$ cat src/lpc_pkg.sv
// Constants and types shared by the port loopback controller.
//==============================================================
package lpc_pkg;
  localparam int NCLI = 4;
  localparam int NPORT = 5;
  localparam int TRK = 4;
  localparam int DW = 8;
  localparam int AW = 4;
  localparam int RW = 16;
  localparam logic [AW-1:0] A_CTRL = 4'h0;
  localparam logic [AW-1:0] A_PROV = 4'h1;
  localparam logic [AW-1:0] A_SONET = 4'h2;
  localparam logic [AW-1:0] A_LOOP = 4'h3;
  localparam logic [AW-1:0] A_STAT = 4'h4;
  localparam int C_ADM = 0;
  localparam int C_ALM = 1;
  localparam int S_TERM = 0;
  localparam int S_FAC = 5;
  localparam int S_SUP = 10;
  localparam logic [1:0] L_NONE = 2'h0;
  localparam logic [1:0] L_FAC = 2'h1;
  localparam logic [1:0] L_TERM = 2'h2;
  localparam logic [1:0] L_BAD = 2'h3;
  localparam logic [DW-1:0] AIS_WORD = 8'hff;

  typedef struct packed {
    logic valid;
    logic [DW-1:0] data;
  } lpc_word_s;

  typedef enum logic [3:0] {
    ACT_PASS = 4'h1,
    ACT_LOOP = 4'h2,
    ACT_AIS = 4'h4,
    ACT_SQL = 4'h8
  } lpc_act_e;

  typedef struct packed {
    logic adm;
    logic alm_cfg;
    logic [NCLI-1:0] prov;
    logic [NCLI-1:0] sonet;
    logic [NPORT-1:0][1:0] loop;
    logic [NPORT-1:0] term;
    logic [NPORT-1:0] fac;
    logic [NPORT-1:0] sup;
    logic [NPORT-1:0] maint;
    logic [NPORT-1:0] alarm;
    logic [RW-1:0] rdata;
  } lpc_state_s;
endpackage

$ cat src/lpc_lane.sv
// One lane of the loopback datapath: picks pass, loop, AIS or squelch and registers it.
`timescale 1ns/10ps
module lpc_lane (
  input wire logic clk,
  input wire logic rst_b,
  input wire lpc_pkg::lpc_act_e act,
  input wire lpc_pkg::lpc_word_s pass_w,
  input wire lpc_pkg::lpc_word_s loop_w,
  output lpc_pkg::lpc_word_s q
);
  typedef struct packed {
    lpc_pkg::lpc_word_s q;
  } lpc_lane_s;

  lpc_lane_s st;
  lpc_lane_s next_st;

  //============================================================
  // Lane select
  always_comb
  begin
    next_st = st;
    case (act)
      lpc_pkg::ACT_PASS: next_st.q = pass_w;
      lpc_pkg::ACT_LOOP: next_st.q = loop_w;
      lpc_pkg::ACT_AIS:
      begin
        next_st.q.valid = 1'b1;
        next_st.q.data = lpc_pkg::AIS_WORD;
      end
      lpc_pkg::ACT_SQL: next_st.q = '0;
      default: next_st.q = '0;
    endcase
  end

  always_ff @(posedge clk or negedge rst_b)
  begin
    if (!rst_b)
      st <= '0;
    else
      st <= next_st;
  end

  assign q = st.q;
endmodule

$ cat src/lpc_top.sv
// Port loopback controller: registers, lane steering, conditions and alarm gating.
//
// Strobed register access and the address map were decided locally.
`timescale 1ns/10ps
module lpc_top (
  input wire logic CLK,
  input wire logic RST_B,
  input wire logic [lpc_pkg::AW-1:0] REG_ADDR,
  input wire logic [lpc_pkg::RW-1:0] REG_WDATA,
  input wire logic REG_WR,
  input wire logic REG_RD,
  output logic [lpc_pkg::RW-1:0] REG_RDATA,
  input wire lpc_pkg::lpc_word_s [lpc_pkg::NCLI-1:0] CLI_RX,
  output lpc_pkg::lpc_word_s [lpc_pkg::NCLI-1:0] CLI_TX,
  input wire lpc_pkg::lpc_word_s [lpc_pkg::NCLI-1:0] TRK_RX,
  output lpc_pkg::lpc_word_s [lpc_pkg::NCLI-1:0] TRK_TX,
  input wire logic [lpc_pkg::NPORT-1:0] ALARM_IN,
  output logic [lpc_pkg::NPORT-1:0] ALARM_OUT,
  output logic [lpc_pkg::NPORT-1:0] TERM_COND,
  output logic [lpc_pkg::NPORT-1:0] FAC_COND,
  output logic [lpc_pkg::NPORT-1:0] SUPPRESS,
  output logic [lpc_pkg::NPORT-1:0] MAINT_STATE
);
  lpc_pkg::lpc_state_s st;
  lpc_pkg::lpc_state_s next_st;

  //============================================================
  // Register file and per-port state
  always_comb
  begin
    logic [1:0] code;
    logic [lpc_pkg::NPORT-1:0] allow;
    code = lpc_pkg::L_NONE;
    // The trunk needs no pluggable module, so its permission bit is tied high.
    allow = {1'b1, st.prov};
    next_st = st;
    next_st.rdata = '0;
    if (REG_WR)
    begin
      case (REG_ADDR)
        lpc_pkg::A_CTRL:
        begin
          next_st.adm = REG_WDATA[lpc_pkg::C_ADM];
          next_st.alm_cfg = REG_WDATA[lpc_pkg::C_ALM];
        end
        lpc_pkg::A_PROV: next_st.prov = REG_WDATA[lpc_pkg::NCLI-1:0];
        lpc_pkg::A_SONET: next_st.sonet = REG_WDATA[lpc_pkg::NCLI-1:0];
        lpc_pkg::A_LOOP:
        begin
          for (int p = 0; p < lpc_pkg::NPORT; p++)
          begin
            code = REG_WDATA[2*p +: 2];
            // An unknown code is dropped so a port never holds two selections.
            if (code != lpc_pkg::L_BAD)
            begin
              if (allow[p])
                next_st.loop[p] = code;
            end
          end
        end
        default: ;
      endcase
    end
    // Pulling a module out of provisioning tears its loop down with it.
    for (int p = 0; p < lpc_pkg::NCLI; p++)
    begin
      if (!next_st.prov[p])
        next_st.loop[p] = lpc_pkg::L_NONE;
    end
    for (int p = 0; p < lpc_pkg::NPORT; p++)
    begin
      next_st.term[p] = next_st.loop[p] == lpc_pkg::L_TERM;
      next_st.fac[p] = next_st.loop[p] == lpc_pkg::L_FAC;
      // Only the looped port itself enters loop maintenance.
      next_st.maint[p] = next_st.loop[p] != lpc_pkg::L_NONE;
      next_st.sup[p] = next_st.maint[p] && !next_st.alm_cfg;
      next_st.alarm[p] = ALARM_IN[p] && !next_st.sup[p];
    end
    if (REG_RD)
    begin
      case (REG_ADDR)
        lpc_pkg::A_CTRL:
        begin
          next_st.rdata[lpc_pkg::C_ADM] = st.adm;
          next_st.rdata[lpc_pkg::C_ALM] = st.alm_cfg;
        end
        lpc_pkg::A_PROV: next_st.rdata[lpc_pkg::NCLI-1:0] = st.prov;
        lpc_pkg::A_SONET: next_st.rdata[lpc_pkg::NCLI-1:0] = st.sonet;
        lpc_pkg::A_LOOP: next_st.rdata[2*lpc_pkg::NPORT-1:0] = st.loop;
        lpc_pkg::A_STAT:
        begin
          next_st.rdata[lpc_pkg::S_TERM +: lpc_pkg::NPORT] = st.term;
          next_st.rdata[lpc_pkg::S_FAC +: lpc_pkg::NPORT] = st.fac;
          next_st.rdata[lpc_pkg::S_SUP +: lpc_pkg::NPORT] = st.sup;
        end
        default: next_st.rdata = '0;
      endcase
    end
  end

  always_ff @(posedge CLK or negedge RST_B)
  begin
    if (!RST_B)
      st <= '0;
    else
      st <= next_st;
  end

  assign REG_RDATA = st.rdata;
  assign TERM_COND = st.term;
  assign FAC_COND = st.fac;
  assign SUPPRESS = st.sup;
  assign MAINT_STATE = st.maint;
  assign ALARM_OUT = st.alarm;

  //============================================================
  // Lane steering
  // Client lane i rides trunk lane i by fixed mapping, so no cross-connect exists.
  for (genvar i = 0; i < lpc_pkg::NCLI; i++)
  begin : g_lane
    lpc_pkg::lpc_act_e cli_act;
    lpc_pkg::lpc_act_e trk_act;
    lpc_pkg::lpc_act_e adm_kill;

    always_comb
    begin
      adm_kill = st.sonet[i] ? lpc_pkg::ACT_AIS : lpc_pkg::ACT_SQL;
      if (st.loop[i] == lpc_pkg::L_FAC)
        cli_act = lpc_pkg::ACT_LOOP;
      else if (st.loop[i] == lpc_pkg::L_TERM)
        cli_act = st.adm ? adm_kill : lpc_pkg::ACT_PASS;
      else if (st.loop[lpc_pkg::TRK] == lpc_pkg::L_TERM)
        cli_act = lpc_pkg::ACT_LOOP;
      else if (st.loop[lpc_pkg::TRK] == lpc_pkg::L_FAC)
        cli_act = st.adm ? adm_kill : lpc_pkg::ACT_AIS;
      else
        cli_act = lpc_pkg::ACT_PASS;
    end

    always_comb
    begin
      if (st.loop[lpc_pkg::TRK] == lpc_pkg::L_FAC)
        trk_act = lpc_pkg::ACT_LOOP;
      else if (st.loop[lpc_pkg::TRK] == lpc_pkg::L_TERM)
        trk_act = lpc_pkg::ACT_PASS;
      else if (st.loop[i] == lpc_pkg::L_TERM)
        trk_act = lpc_pkg::ACT_LOOP;
      else if (st.loop[i] == lpc_pkg::L_FAC)
        trk_act = lpc_pkg::ACT_AIS;
      else
        trk_act = lpc_pkg::ACT_PASS;
    end

    // Loop sources are taken on the card side of each line unit, never through it.
    lpc_lane u_cli (
      .clk(CLK),
      .rst_b(RST_B),
      .act(cli_act),
      .pass_w(TRK_RX[i]),
      .loop_w(CLI_RX[i]),
      .q(CLI_TX[i])
    );

    lpc_lane u_trk (
      .clk(CLK),
      .rst_b(RST_B),
      .act(trk_act),
      .pass_w(CLI_RX[i]),
      .loop_w(TRK_RX[i]),
      .q(TRK_TX[i])
    );

  end
endmodule

$ cat config.mk
export PLATFORM = sky130hd
export DESIGN_NAME = lpc_top
export DESIGN_NICKNAME = d
export VERILOG_FILES = /design/src/lpc_pkg.sv /design/src/lpc_lane.sv /design/src/lpc_top.sv
export SDC_FILE = /design/constraint.sdc
export NUM_CORES = 1
export LEC_CHECK = 0
export BUFFER_PORTS_ARGS = -buffer_cell sky130_fd_sc_hd__buf_2
export CAP_MARGIN = 25
export CORE_UTILIZATION = 40
export CTS_BUF_LIST = sky130_fd_sc_hd__clkbuf_4 sky130_fd_sc_hd__clkbuf_8 sky130_fd_sc_hd__clkbuf_16
export DETAILED_ROUTE_END_ITERATION = 10
export PLACE_DENSITY_LB_ADDON = 0.05
export SETUP_SLACK_MARGIN = 0.5
export SLEW_MARGIN = 25
export SYNTH_ARGS = -nofsm -noshare
export SYNTH_HDL_FRONTEND = slang
export SYNTH_SLANG_ARGS = --single-unit
$ cat constraint.sdc
create_clock -name CLK -period 4.4 [get_ports CLK]
set_input_delay 0.88 -clock CLK [delete_from_list [all_inputs] [get_ports CLK]]
set_output_delay 0.88 -clock CLK [all_outputs]
set_load 0.02 [all_outputs]
==> impl_metrics.env <==
export IMPL_antenna_cells=0
export IMPL_yosys_area_top_type="dfrtp_1"
export IMPL_io_buffers=206
export IMPL_grt_util_all_layers=0.218
export IMPL_yosysSeqAreaShare=0.537
export IMPL_area_growth_pct=23.5
export IMPL_routed_top_layer="met4"
export IMPL_pin_count=214
export IMPL_cts_buffers=17
export IMPL_cp_required_ns=4.65
export IMPL_worstSetupStartpointType="primary input"
export IMPL_crit_slowest_cell="and4bb_1"
export IMPL_critical_path_class="primary input to register"
export IMPL_critPathMaxStageDelay_ns=0.84
export IMPL_final_util=0.514
export IMPL_wl_per_cell_um=18.8
export IMPL_clock_latency_ns=0.41
export IMPL_synth_area_top_cells="dfrtp_1 (54%), a221o_1 (12%), buf_4 (5.1%)"
export IMPL_grt_max_degree=89
export IMPL_cts_tree="yes"
export IMPL_cts_root_buf="clkbuf_16"
export IMPL_mappedNetlistArea_um2=6150
export IMPL_hold_violations=0
export IMPL_power_density_nw_per_um2=565
export IMPL_clkTransAtPathRegs_ns=0.05
export IMPL_core_area_um2=14800
export IMPL_relSlewSlack=0.374
export IMPL_tightest_slew_ns=0.936
export IMPL_finalSetupViolations=0
export IMPL_dpl_hpwl_um=11700
export IMPL_wl_met1_um=7220
export IMPL_synth_avg_cell_area_um2=11.9
export IMPL_initial_core_util=0.417
export IMPL_rsz0062_at_grt="no"
export IMPL_slew_violations=0
export IMPL_synth_edf_count=0
export IMPL_wl_met2_um=7990
export IMPL_synthCells=517
export IMPL_period_needed_ns=2.41
export IMPL_synth_warnings=0
export IMPL_synth_fp_nets=628
export IMPL_yosysTopAreaCellShare=0.537
export IMPL_drc=0
export IMPL_grt_pass1_wl_um=26600
export IMPL_overflow=0
export IMPL_die_height_um=126
export IMPL_route_vias_total=4858
export IMPL_die_w_um=126
export IMPL_synth_async_sr_flop_share=1.00
export IMPL_fin_crit_sh=0.548
export IMPL_die_area_um2=15900
export IMPL_cp_data_arrival_time_ns=2.66
export IMPL_drt_initial_drc_count=346
export IMPL_hold_class="register to register"
export IMPL_tns_ns=0
export IMPL_wl_met3_um=989
export IMPL_detail_route_first_pass_iterations=5
export IMPL_peakVddDrop_mv=0.235
export IMPL_max_freq_mhz=415
export IMPL_synth_seq_cells=132
export IMPL_antenna_left=0
export IMPL_status="finished clean"
export IMPL_nets=791
export IMPL_end_kind="register"
export IMPL_clock_sinks=132
export IMPL_ys_types=61
export IMPL_drive_gt1_frac=0.391
export IMPL_finClkSkew_ns=0.00657
export IMPL_grt_pass1_vias=4996
export IMPL_clockBufferDepth=2
export IMPL_vias_per_cell=5.55
export IMPL_synth_ff_type="dfrtp_1"
export IMPL_critPathMaxFanout=19
export IMPL_leakage_nw=3.72
export IMPL_fill_cells=1350
export IMPL_place_gp_congestion=0.850
export IMPL_max_cap_violations=0
export IMPL_holdBufCountCts=0
export IMPL_fin_hold_ws_ns=0.477
export IMPL_htreeDepth=4
export IMPL_rows=44
export IMPL_routed_wl_um=16500
export IMPL_cts_setup_buffers=0
export IMPL_cts_resized_gates=0
export IMPL_crit_chain="buf_2 > and4bb_1 > nand3_2 > a221oi_2 > a21boi_0"
export IMPL_antenna_found_initial=0
## state kept, by name, indices dropped and copies added (netlist names)
signal and cells:
g_lane.u_cli.q 36, g_lane.u_trk.q 36, st 20, REG_RDATA 15, ALARM_OUT 5, FAC_COND 5
MAINT_STATE 5, SUPPRESS 5, TERM_COND 5
## area by class of cell
cell class	instances	area [um2]	area share
sequential	132	3300	0.435
multi-input combinational	303	2340	0.308
timing repair buffer	208	1050	0.139
clock buffer	18	439	0.0579
tap	184	230	0.0303
clock inverter	12	158	0.0208
inverter	18	67.6	0.00890
## Yosys cell counts (2+ instances only)
| cell type | number |
|---|---|
| clkbuf_1 | 11 |
| or2_2 | 6 |
| o21ai_0 | 8 |
| mux2_2 | 6 |
| o32a_1 | 2 |
| o22ai_1 | 4 |
| nor2b_1 | 6 |
| nand2_1 | 34 |
| mux2i_1 | 2 |
| nand2b_1 | 7 |
| buf_2 | 6 |
| nand3_1 | 9 |
| a221o_1 | 72 |
| mux4_2 | 2 |
| nor4b_1 | 4 |
| a211o_1 | 2 |
| dfrtp_1 | 132 |
| nor4b_2 | 2 |
| nor3_2 | 3 |
| a221oi_2 | 2 |
| ha_1 | 10 |
| o2bb2a_1 | 4 |
| nor3_1 | 4 |
| a21oi_1 | 15 |
| nand3_2 | 4 |
| a22oi_1 | 2 |
| nor4_1 | 3 |
| inv_1 | 17 |
| buf_4 | 42 |
| nand3b_1 | 5 |
| o21bai_1 | 4 |
| and2_1 | 11 |
| nor3b_1 | 3 |
| a21boi_0 | 11 |
| buf_6 | 4 |
| nor2_1 | 27 |
| nand4b_1 | 2 |
| a22o_1 | 6 |
## layout by cell type (no fill, tap or decap), types with 11 or more instances in the layout
cell | synthesis | routed
a21boi_0 | 11 | 11
a21oi_1 | 15 | 15
a221o_1 | 72 | 72
and2_1 | 11 | 11
buf_2 | 6 | 205
clkbuf_16 | 0 | 17
dfrtp_1 | 132 | 132
inv_1 | 17 | 17
nand2_1 | 34 | 34
nor2_1 | 27 | 27
## kinds of logic (layout without fill, tap and decap cells)
kind of cell,after synthesis,count (layout),synth area share
compound gates,142,142,0.202
simple gates,138,138,0.133
flops,132,132,0.537
buf+inv,82,256,0.0818
mux,11,11,0.0234
fa+ha+maj,10,10,0.0204
other cells,1,1,0.000610
xor+xnor,1,1,0.00143
## where the power goes
group	switching (mW)	leakage, nW	internal (mW)
Sequential	0.0970	1.69	1.47
Combinational	0.805	1.75	0.476
Clock	0.535	0.284	0.901
Total	1.44	3.72	2.85
## metal layers
layer | up-vias | global-route usage
met5 | - | 0
met4 | 0 | 0.0716
met3 | 22 | 0.0540
met2 | 207 | 0.352
met1 | 2407 | 0.287
li1 | 2222 | -
## critical path, delay by kind of cell
| kind | cells | cell delay (ns) |
|---|---|---|
| buffers and inverters | 1 | 0.16 |
| AND/OR/NAND/NOR | 2 | 1.07 |
| AO/OA/AOI/OAI | 2 | 0.54 |
## metrics by stage
step | instances | power [mW] | worst slack (ns) | area (um2)
2_1_floorplan | 517 | 2.42 | 2.32 | 6150
3_3_place_gp | 845 | 2.86 | 1.60 | 6990
3_5_place_dp | 845 | 2.88 | 1.52 | 6990
4_1_cts | 875 | 4.33 | 1.96 | 7590
5_1_grt | 875 | 4.51 | 1.79 | 7590
6_report | 875 | 4.29 | 1.99 | 7590
## worst paths after layout
kind	end	from	cells after the start	slack [ns]
setup / recovery	ALARM_OUT[3]	REG_ADDR[2]	5	1.99
hold / removal	REG_RDATA[13]	SUPPRESS[3]	1	0.48
setup reg to reg	g_lane[2].u_trk.q[4]	st[49]	5	2.04
hold reg to reg	REG_RDATA[13]	SUPPRESS[3]	1	0.48
max in group asynchronous	g_lane[3].u_cli.q[7]	RST_B	2	2.99
min in group asynchronous	REG_RDATA[13]	RST_B	1	0.53
No activity file was read; power rests on OpenSTA's default activity.
